--- src/core/ssrp_pkg.sv ---
// Operation
// - host holds select low across streamed bytes
// - first byte goes to header address
// - later bytes step address per direction bit
// - direction defaults to descending after reset
// - streaming reads return sequential addresses
// - first read bit launched on 16th fall
// - host expects corruption at maximum symmetric rate
// - host may lengthen low phase pulses 17 onward
// - host may sample with delayed clock
// - host streams bulk gain and phase loads
// - direction bit, 15 address, 8 data, msb first
// - first bit zero writes, one reads
// - both sides latch data on rising edge
// - memory read issued once per byte; the device samples rd_data once per byte, on the falling edge at count 16
package ssrp_pkg;
    localparam int ADDR_W = 15;
    localparam int DATA_W = 8;
    localparam int HDR_BITS = 16;
    localparam logic [14:0] CFG_ADDR = 15'h0000;
    localparam int CFG_ASC_BIT = 5;
    localparam logic [7:0] CFG_RESET = 8'h00;
    localparam int SDO_DELAY_NS = 7;
    localparam int DIV_HALF = 2;
endpackage

--- src/core/ssrp_if.sv ---
`timescale 1ns/1ps
`default_nettype none
interface ssrp_if;
    logic sclk;
    logic cs_n;
    logic sdi;
    logic sdo;
    modport dev (input sclk, input cs_n, input sdi, output sdo);
    modport host (output sclk, output cs_n, output sdi, input sdo);
endinterface
`default_nettype wire

--- src/core/ssrp_host.sv ---
`timescale 1ns/1ps
`default_nettype none
module ssrp_host (
    ssrp_if.host lnk,
    input wire logic clock,
    input wire logic rst_n,
    input wire logic cmd_valid,
    output logic cmd_ready,
    input wire logic cmd_read,
    input wire logic [14:0] cmd_addr,
    input wire logic [3:0] cmd_len,
    input wire logic in_valid,
    output logic in_ready,
    input wire logic [7:0] in_data,
    output logic out_valid,
    input wire logic out_ready,
    output logic [7:0] out_data
);
    typedef enum logic [3:0] {
        SSRP_IDLE = 4'h1, SSRP_LOW = 4'h2, SSRP_HIGH = 4'h4, SSRP_DONE = 4'h8
    } ssrp_st_t;
    ssrp_st_t st_q, st_d;
    logic [1:0] div_q, div_d;
    logic [4:0] bit_q, bit_d;
    logic [3:0] left_q, left_d;
    logic [15:0] sh_q, sh_d;
    logic rd_q, rd_d;
    logic [7:0] rx_q, rx_d;
    logic push;
    logic [7:0] b0_q, b1_q;
    logic [1:0] n_q;
    logic fill_ok;
    assign cmd_ready = (st_q == SSRP_IDLE);
    assign fill_ok = (n_q != 2'd2);
    // need a write byte at each byte boundary of a write frame except after the last byte
    assign in_ready = !rd_q && (st_q == SSRP_HIGH) && (div_q == 2'(ssrp_pkg::DIV_HALF - 1))
        && ((bit_q == 5'h0f) || ((bit_q == 5'h17) && (left_q != 4'h1)));
    // frame engine; sclk divided from clock
    always_comb begin
        st_d = st_q; div_d = div_q; bit_d = bit_q; left_d = left_q;
        sh_d = sh_q; rd_d = rd_q; rx_d = rx_q; push = 1'b0;
        case (st_q)
            SSRP_IDLE: begin
                if (cmd_valid) begin
                    st_d = SSRP_LOW;
                    sh_d = {cmd_read, cmd_addr};
                    rd_d = cmd_read; left_d = cmd_len; bit_d = 5'd0; div_d = 2'd0;
                end
            end
            SSRP_LOW: begin
                div_d = div_q + 2'd1;
                if (div_q == 2'(ssrp_pkg::DIV_HALF - 1)) begin
                    div_d = 2'd0;
                    if (rd_q && bit_q >= 5'd16 && !fill_ok) begin
                        div_d = div_q;
                    end else begin
                        st_d = SSRP_HIGH;
                        rx_d = {rx_q[6:0], lnk.sdo};
                    end
                end
            end
            SSRP_HIGH: begin
                div_d = div_q + 2'd1;
                if (div_q == 2'(ssrp_pkg::DIV_HALF - 1)) begin
                    div_d = 2'd0;
                    if (bit_q == 5'd15 && !rd_q && !in_valid) begin
                        div_d = div_q; // wait for write data
                    end else begin
                        sh_d = {sh_q[14:0], 1'b0};
                        bit_d = bit_q + 5'd1;
                        st_d = SSRP_LOW;
                        if (bit_q == 5'd15 && !rd_q) sh_d = {in_data, 8'h00};
                        if (bit_q == 5'd23) begin
                            bit_d = 5'd16;
                            if (!rd_q) sh_d = {in_data, 8'h00};
                            push = rd_q;
                            left_d = left_q - 4'd1;
                            if (left_q == 4'd1) st_d = SSRP_DONE;
                            else if (!rd_q && !in_valid) st_d = SSRP_DONE;
                        end
                    end
                end
            end
            SSRP_DONE: st_d = SSRP_IDLE;
            default: st_d = SSRP_IDLE;
        endcase
    end
    always_ff @(posedge clock or negedge rst_n) begin
        if (!rst_n) begin
            st_q <= SSRP_IDLE; div_q <= 2'd0; bit_q <= 5'd0; left_q <= 4'd0;
            sh_q <= 16'h0000; rd_q <= 1'b0; rx_q <= 8'h00;
        end else begin
            st_q <= st_d; div_q <= div_d; bit_q <= bit_d; left_q <= left_d;
            sh_q <= sh_d; rd_q <= rd_d; rx_q <= rx_d;
        end
    end
    // two-entry read buffer
    always_ff @(posedge clock or negedge rst_n) begin
        if (!rst_n) begin
            b0_q <= 8'h00; b1_q <= 8'h00; n_q <= 2'd0;
        end else begin
            if (out_valid && out_ready) begin
                b0_q <= b1_q;
                if (push) begin
                    if (n_q == 2'd1) b0_q <= rx_q;
                    else b1_q <= rx_q;
                end
                n_q <= n_q - 2'd1 + {1'b0, push};
            end else if (push) begin
                if (n_q == 2'd0) b0_q <= rx_q;
                else b1_q <= rx_q;
                n_q <= n_q + 2'd1;
            end
        end
    end
    assign out_valid = (n_q != 2'd0);
    assign out_data = b0_q;
    assign lnk.cs_n = (st_q == SSRP_IDLE) || (st_q == SSRP_DONE);
    assign lnk.sclk = (st_q == SSRP_HIGH);
    assign lnk.sdi = sh_q[15];
endmodule // ssrp_host
`default_nettype wire

--- src/flat_wrapper.sv ---
// flat-port wrapper written by rule: the top's interface ports become plain ports
module ssrp_host_flat 
  (clock, rst_n, cmd_valid, cmd_ready, cmd_read, cmd_addr, cmd_len, in_valid, in_ready, in_data, out_valid, out_ready, out_data, lnk_sclk, lnk_cs_n, lnk_sdi, lnk_sdo);
  ssrp_if lnk_i ();
  input wire logic clock;
  input wire logic rst_n;
  input wire logic cmd_valid;
  output logic cmd_ready;
  input wire logic cmd_read;
  input wire logic [14:0] cmd_addr;
  input wire logic [3:0] cmd_len;
  input wire logic in_valid;
  output logic in_ready;
  input wire logic [7:0] in_data;
  output logic out_valid;
  input wire logic out_ready;
  output logic [7:0] out_data;
  output wire logic [$bits(lnk_i.sclk)-1:0] lnk_sclk;
  output wire logic [$bits(lnk_i.cs_n)-1:0] lnk_cs_n;
  output wire logic [$bits(lnk_i.sdi)-1:0] lnk_sdi;
  input wire logic [$bits(lnk_i.sdo)-1:0] lnk_sdo;
  assign lnk_sclk = lnk_i.sclk;
  assign lnk_cs_n = lnk_i.cs_n;
  assign lnk_sdi = lnk_i.sdi;
  assign lnk_i.sdo = lnk_sdo;
  ssrp_host u_core (.lnk(lnk_i), .clock(clock), .rst_n(rst_n), .cmd_valid(cmd_valid), .cmd_ready(cmd_ready), .cmd_read(cmd_read), .cmd_addr(cmd_addr), .cmd_len(cmd_len), .in_valid(in_valid), .in_ready(in_ready), .in_data(in_data), .out_valid(out_valid), .out_ready(out_ready), .out_data(out_data));
endmodule
--- config.mk ---
export PLATFORM = sky130hd
export DESIGN_NAME = ssrp_host_flat
export DESIGN_NICKNAME = d
export VERILOG_FILES = /design/src/core/ssrp_pkg.sv /design/src/core/ssrp_if.sv /design/src/core/ssrp_host.sv /design/src/flat_wrapper.sv
export SDC_FILE = /design/constraint.sdc
export NUM_CORES = 1
export LEC_CHECK = 0
export BUFFER_PORTS_ARGS = -buffer_cell sky130_fd_sc_hd__buf_2
export CAP_MARGIN = 25
export CORE_MARGIN = 2
export CORE_UTILIZATION = 57
export DETAILED_ROUTE_END_ITERATION = 10
export PLACE_DENSITY = 0.79
export REMOVE_ABC_BUFFERS = 1
export SYNTH_ARGS = -nofsm -noshare
export SYNTH_HDL_FRONTEND = slang
export SYNTH_SLANG_ARGS = --single-unit
--- constraint.sdc ---
create_clock -name clock -period 3.3 [get_ports clock]
set_clock_uncertainty 0.1 [all_clocks]
set_input_delay 0 -clock clock [delete_from_list [all_inputs] [get_ports clock]]
set_output_delay 0 -clock clock [all_outputs]
set_load 0.05 [all_outputs]
* Word-level counts from Yosys, hierarchy flattened
Index checks and enable logic that the tools add are counted.
Storage, ports and cells: bits in registers 58, input bits 34
Operators by class: add/subtract/negate cells 6, $lt $le $gt $ge 1, equality and inequality tests 21, mux-type cells 48, bitwise operators 1, reduce and logical (&&, ||, !) cells 29
Operators with widths (number):
- 16-bit two-way mux | 6
- 8-bit two-way mux | 10
- 4-bit two-way mux | 12
- 16-bit one-hot mux with 2 select lines | 1
- 5-bit two-way mux | 4
- 2-bit two-way mux | 7
- 4-bit one-hot mux with 3 select lines | 1
- 1-bit logical AND | 10
- 2-bit inequality test, second input constant | 5
- 5-bit one-hot mux with 2 select lines | 1
- 5-bit AND reduction | 2
- 4-bit by 1-bit equality test with 1-bit output, second input constant | 2
- 2-bit by 1-bit inequality test with 1-bit output, second input constant | 4
- 4-bit one-hot mux with 2 select lines | 1
- 4-bit AND reduction | 2
- 2-bit nonzero test | 4
- 3-bit inequality test, second input constant | 2
- 2-bit one-hot mux with 3 select lines | 1
- 3-bit AND reduction | 2
- 5-bit by 1-bit adder with 5-bit output, second input constant | 1
- 5-bit by 4-bit equality test with 1-bit output, second input constant | 1
- 5-bit equality test, second input constant | 1
- 5-bit >= comparator, second input constant | 1
- 2-bit by 1-bit adder with 2-bit output, second input constant | 2
- other kinds (15) | 23

* Logic depth before layout (Yosys ltp)
Gate-level depths: netlist of run 1.
depth after elaboration 8, gate-level depth with buffers 9, depth with buffers taken out 8

* Least setup slack after synthesis of run 1
No wires, ideal clock.
path type reg2out, start reg u_core.st_q[1], end out in_ready, arrival 3021 ps, required time 3200 ps, setup slack 179 ps, stages on the path, launching flop included 6, path through dfrtp_1 -> or4b_1 -> buf_2 -> buf_1 -> clkbuf_1 -> nor4_1
Between the ends: word-level cells in the longest chain between the ends 4
Ends and longest elaborated chain:
- start: declaration | line ssrp_host.sv:22 | ssrp_st_t st_q, st_d;
- start signal: assignment | line ssrp_host.sv:93 | st_q <= st_d; div_q <= div_d; bit_q <= bit_d; left_q <= left_d;
- 4-bit by 3-bit equality test with 1-bit output | line ssrp_host.sv:36 | assign in_ready = !rd_q && (st_q == SSRP_HIGH) && (div_q == 2'(ssrp_pkg::DIV_HALF - 1))
- 1-bit logical AND (2 in series) | line ssrp_host.sv:36
- 1-bit logical AND | line ssrp_host.sv:37 | && ((bit_q == 5'h0f) || ((bit_q == 5'h17) && (left_q != 4'h1)));
- end: declaration | line flat_wrapper.sv:13 | output logic in_ready;
Every way passes these cells.

* Worst setup path in the final report of run 1
start reg u_core.st_q[1], end reg u_core.rd_q
Between the ends: word-level cells in the longest chain between the ends 2
Ends and longest elaborated chain:
- 4-bit by 1-bit equality test with 1-bit output | line ssrp_host.sv:42 | case (st_q)
- 2-bit AND reduction (no source line)
- end signal: assignment | line ssrp_host.sv:91 | sh_q <= 16'h0000; rd_q <= 1'b0; rx_q <= 8'h00;
- end signal: assignment | line ssrp_host.sv:94 | sh_q <= sh_d; rd_q <= rd_d; rx_q <= rx_d;
- end: declaration | line ssrp_host.sv:27 | logic rd_q, rd_d;
Every way passes these cells. A chain may end at the register's enable or synchronous reset.

==> out/metrics.csv, run 1 <==
metric;value;unit
status;finished clean;
Mean Syn Cell Area;10.6;µm²
Tot Pwr;2.94;mW
placer congestion estimate;0.861;
Routed Antenna Nets;0;
final WL;6850;µm
clock-pin slew on the worst setup and hold paths;0.07;ns
largest net degree at the start of global routing;43;
worst skew pair latency;0.35;ns
share of cells above drive strength 1;28.6;%
Chip Height;77.8;µm
flops & latches, synth;58;
DRT iter0 DRCs;167;
hpwl dp;4440;µm
vias per cell;5.81;
WP data required;3.40;ns
design area;3840;µm²
port bufs;47;
die width;77.8;µm
vias in the first global route;2647;
RSZ-0062 raised after global routing;false;
Synth Cell Area;3110;µm²
Final Hold Viols;0;
slowest cell delay on critical path;0.66;ns
Pwr Density;764;nW/µm²
hold path cells;3;
worst min-delay path class;input pin to register;
post-route minimum period;2.77;ns
peak supply drop;0.429;mV
crit start category;register;
CTS tree;yes;
top sig layer;met4;
top post-synthesis cells by count;dfrtp_1, nor2_1, o21ai_0;
area growth from synthesis to layout;23.6;%
Yosys Warn Count;0;
met2 WL;3280;µm
max-cap viol count;0;
Post-CTS Repair Setup Buffers;0;
row cnt;26;
total global-route track usage;25.5;%
vias;2556;
crit path capture type;register;
Slew HR;37.6;%
clk buf depth;2;
grt ovf;0;
ys flop type;dfrtp_1;
Post-synth EDFFs;0;
core area;5170;µm²
setup TNS;0;ns
Initial Util;60.1;%
cts repair resizes;0;
worst-margin pin slew;0.936;ns
Crit path arrival time;2.86;ns
initial antenna violation count;0;
top cells by area, synth;dfrtp_1, mux2_2, o21ai_0, ha_1, mux2i_1;
Final setup viols;0;
M1 wire length;3020;µm
unique cell type count in the Yosys netlist;56;
ant diodes;0;
Worst Path Buf+Inv;2;
Worst Path Class, Setup;register to register;
DR WL/cell;15.6;µm
area of placed instances;3390;µm²
total CTS buffers;9;
Worst R2R Path Depth;6;
Leak;1.81;nW
clk sinks;58;
slowest stage cell, crit path;or2_1;
asr flop ratio synth;100;%
cell with the most instances after synthesis;dfrtp_1;
CTS Root Cell;clkbuf_8;
Inst Count DP;401;
Synth top area share;45.9;%
critical path, cell by cell;or4b_1 -> buf_4 -> inv_2 -> o21a_1 -> or2_1 -> o21ai_0;
Levels on crit path;6;
Fmax;361;MHz
Crit Path Max Fanout;20;
cell taking the most area after synthesis;dfrtp_1;
filler instances;338;
Post-route DRC;0;
first-pass GRT wire length;12000;µm
synthesized instance count;292;
final worst-path cycle share;83.9;%
delay-heaviest family, CP;simple AND/OR/NAND/NOR gates;
post-synthesis sequential area ratio;46.8;%
Max H-tree Level;3;
final std cells w/o fill;440;
max-slew violations;0;
NumNets Final;408;
Ports;48;
die area;6060;µm²
router iterations before antenna repair;4;
metal3 WL;421;µm
sequential cells by signal, indices dropped and copies added, names as in the netlist:
signal / cells
u_core.rx_q: 8
u_core.div_q: 2
u_core.left_q: 4
u_core.bit_q: 5
u_core.b1_q: 8
u_core.st_q: 4
u_core.sh_q: 16
u_core.out_data: 8
u_core.rd_q: 1
u_core.n_q: 2
stage by stage:
stage | util (%) | worst slack, ns | hold WS (ns)
after floorplan | - | 0.0309 | -0.396
after global placement | 65.6 | 0.642 | 0.0893
after detailed placement | 65.6 | 0.575 | 0.0870
after CTS | 74.3 | 0.555 | 0.0153
after global routing | 74.3 | 0.281 | 0.0645
final | 74.3 | 0.532 | 0.0226
layout by cell type (no fill, tap or decap), types with 3 or more instances in the layout:
cell	instances
o21ai_0	24
a221oi_1	8
dlygate4sd3_1	24
nor2b_1	8
dfrtp_1	57
buf_4	7
a21o_1	3
inv_1	9
clkinv_2	3
mux2i_1	10
nand2b_1	3
nand2_1	21
ha_1	8
clkbuf_8	9
mux2_2	23
nor3_1	4
nor2_1	26
o31ai_1	10
a21oi_1	15
buf_2	47
metal layers:
metal	track usage, %	vias to the layer above
li1	-	1215
met1	32.7	1225
met2	40.1	100
met3	7.44	16
met4	11.4	0
met5	0	-
power by group:
group	switching (mW)	internal (mW)
combinational	0.689	0.416
sequential	0.177	0.943
clock	0.293	0.416
total	1.16	1.78
layout make-up:
type	count	area (µm²)	area share, %
well taps	70	87.6	2.28
multi-input cells	209	1530	39.8
inverters	10	37.5	0.977
flip-flops and latches	58	1450	37.8
repair buffers	78	528	13.7
clock inverters	6	82.6	2.15
clock buffers	9	124	3.22
final timing paths:
kind | startpoint | end | slack (ns)
max in group asynchronous | rst_n | u_core.bit_q[0] | 2.08
min in group asynchronous | rst_n | u_core.sh_q[11] | 0.23
worst min register to register | u_core.sh_q[1] | u_core.sh_q[1] | 0.40
worst max-delay path | u_core.st_q[1] | u_core.rd_q | 0.53
worst min-delay path | out_ready | u_core.n_q[1] | 0.02
worst max register to register | u_core.st_q[1] | u_core.rd_q | 0.53
repair_timing:
| item | CTS | global route |
|---|---|---|
| hold buffers | 24 | 0 |
| hold endpoints to repair | 64 | 0 |
| endpoints found under the setup margin | 0 | 0 |
worst register-to-register path: cells and delay by family, from the launching register on:
kind,cells,cell delay [ns]
flip-flops,1,0.42
buffers and inverters,2,0.40
AND/OR/NAND/NOR,2,1.21
AO/OA/AOI/OAI,2,0.49
logic make-up (layout without fill, tap and decap cells):
kind of cell    after synthesis  in the layout  synth area share, %
buf+inv                      25            103                 4.03
xor+xnor                      3              3                0.846
flops                        58             58                 46.8
compound gates               77             77                 17.3
fa+ha+maj                     8              8                 3.22
mux                          35             35                 12.6
simple gates                 86             86                 15.2
(Power assumes the default switching activity.)
==> run 2, diff against run 1 <==
ABC_AREA = 1   (was default)
PLACE_DENSITY = 0.78   (was 0.79)
clock period = 2.55 ns   (was 3.3 ns; I/O delays follow)
==> run 2 against run 1 <==
Register-to-register slack worse by 0.37 ns. Utilization is 2.8 points lower. Maximum frequency is 16% higher. Combinational power is 87% higher. Clock power is 36% higher. Area after synthesis is 9.1% higher. Wire length is 13% higher.
==> out/metrics.csv, run 2 <==
metric;value;unit
Final setup viols;0;
worst skew pair latency;0.34;ns
die area;6580;µm²
DR WL/cell;12.8;µm
Post-CTS Repair Setup Buffers;0;
Leak;2.17;nW
RSZ-0062 raised after global routing;false;
Hold WS;0.0140;ns
Worst Path Class, Setup;register to register;
M1 wire length;3520;µm
area growth from synthesis to layout;23.4;%
DRT iter0 DRCs;212;
Chip Height;81.1;µm
NumNets Final;569;
ys flop type;dfrtp_1;
Synth Cell Area;3390;µm²
top post-synthesis cells by count;nand2_1, dfrtp_1, nand3_1;
commonest non-fill, non-tap cell in the layout;nand2_1;
Synth top area share;42.1;%
crit path capture type;register;
largest net degree at the start of global routing;37;
crit start category;register;
Routed Antenna Nets;0;
vias in the first global route;2968;
post-route minimum period;2.39;ns
flops & latches, synth;58;
Post-synth EDFFs;0;
top sig layer;met4;
Slew HR;60.3;%
total CTS buffers;9;
status;finished clean;
Initial Util;58.0;%
synthesized instance count;450;
router iterations before antenna repair;4;
ant diodes;0;
worst-margin pin slew;0.592;ns
row cnt;28;
max-cap viol count;0;
first-pass GRT wire length;13000;µm
initial antenna violation count;0;
slowest stage cell, crit path;dlygate4sd3_1;
top cells by area, synth;dfrtp_1, nand2_1, nand3_1, inv_1, ha_1;
final worst-path cycle share;93.7;%
met2 WL;3670;µm
critical path, cell by cell;nor2_2 -> nand3_2 -> inv_1 -> nand2_1 -> nor2_1 -> dlygate4sd3_1 -> a21oi_1 -> dlygate4sd3_1;
Ports;48;
hpwl dp;5260;µm
die width;81.1;µm
placer congestion estimate;0.842;
share of cells above drive strength 1;20.5;%
clk sinks;58;
Mean Syn Cell Area;7.54;µm²
grt ovf;0;
Most common cell on crit path;dlygate4sd3_1;
delay-heaviest family, CP;buffers and inverters;
Largest register FFs;16;
WP data required;2.67;ns
Biggest register;u_core.sh_q;
cell taking the most area after synthesis;dfrtp_1;
Worst Path Buf+Inv;3;
peak supply drop;0.697;mV
core area;5850;µm²
slowest cell delay on critical path;0.56;ns
worst min-delay path class;input pin to register;
clk buf depth;2;
Fmax;419;MHz
Crit path arrival time;2.51;ns
cell with the most instances after synthesis;nand2_1;
CTS Root Cell;clkbuf_8;
unique cell type count in the Yosys netlist;34;
max-slew violations;0;
vias;3178;
Crit Path Max Fanout;5;
port bufs;47;
Yosys Warn Count;0;
Final Hold Viols;0;
Pwr Density;1070;nW/µm²
setup TNS;0;ns
most frequent cells in the layout;nand2_1, dfrtp_1, nand3_1;
vias per cell;5.24;
Post-route DRC;0;
Max H-tree Level;3;
CTS tree;yes;
metal3 WL;374;µm
final WL;7760;µm
post-synthesis sequential area ratio;42.8;%
clock-pin slew on the worst setup and hold paths;0.07;ns
asr flop ratio synth;100;%
total global-route track usage;25.6;%
==> run 2: cell count changes after synthesis, sizes merged, moves of 10 or more <==
| cell | previous run | this run |
|---|---|---|
| o21ai | 25 | 35 |
| mux2i | 11 | 0 |
| nand3 | 2 | 55 |
| mux2 | 24 | 0 |
| o31ai | 13 | 1 |
| o211ai | 0 | 12 |
| nand2 | 22 | 168 |
| inv | 10 | 50 |
==> run 2: cell families after synthesis <==
| logic type | after synthesis | synth area share [%] |
|---|---|---|
| buffers and inverters | 67 | 8.89 |
| DFF | 58 | 42.8 |
| and+or+nand+nor | 260 | 34.6 |
| xor gates and xnor gates | 1 | 0.258 |
| adders and majority gates | 8 | 2.95 |
| AOI/OAI and AO/OA | 56 | 10.5 |
==> run 2: timing repair <==
action | in CTS | in global routing
hold endpoints to repair | 46 | 0
hold buffers | 28 | 0
resized for setup | 0 | 2
endpoints found under the setup margin | 0 | 1
==> run 2: tightest hold or removal path, cell delays in order <==
cell	delay, ns
buf_2	0.09
o211ai_1	0.10
nand3_1	0.07
nand3_1	0.06
o21ai_0	0.09
==> run 2: metal layers <==
layer  global-route usage (%)  up-vias
met1                     33.0     1477
li1                         -     1597
met4                     12.0        0
met5                        0        -
met2                     42.5       86
met3                     3.89       18
==> run 2: where the power goes <==
part,switching (mW),leakage [nW],internal [mW]
clock,0.385,0.109,0.578
sequential,0.209,0.750,1.24
combinational,1.43,1.32,0.653
==> run 2: final cells by class <==
cell class | instances | area, µm²
fill | 465 | 1670
tap | 75 | 93.8
clock buffer | 10 | 138
timing repair buffer | 83 | 576
inverter | 50 | 190
sequential | 58 | 1450
clock inverter | 6 | 88.8
multi-input combinational | 325 | 1640
==> run 2: final timing paths <==
| check | from | end | slack [ns] | cells past startpoint |
|---|---|---|---|---|
| worst max register to register | u_core.st_q[2] | u_core.rd_q | 0.16 | 8 |
| max in group asynchronous | rst_n | u_core.sh_q[3] | 1.42 | 3 |
| min in group asynchronous | rst_n | u_core.sh_q[10] | 0.06 | 2 |
| worst min-delay path | in_data[1] | u_core.sh_q[9] | 0.01 | 5 |
| worst max-delay path | u_core.st_q[2] | u_core.rd_q | 0.16 | 8 |
| worst min register to register | u_core.out_data[7] | u_core.out_data[7] | 0.38 | 2 |
==> run 2: through the flow <==
stage	setup WS [ns]	power [mW]	instances	area (µm²)	utilization (%)
final	0.161	4.49	607	4180	71.5
after global routing	0.0274	4.82	607	4180	71.5
after CTS	0.0986	4.49	607	4180	71.4
after detailed placement	0.413	3.46	563	3670	62.7
after global placement	0.452	3.39	563	3670	62.7
after floorplan	0.0408	2.93	433	3280	-
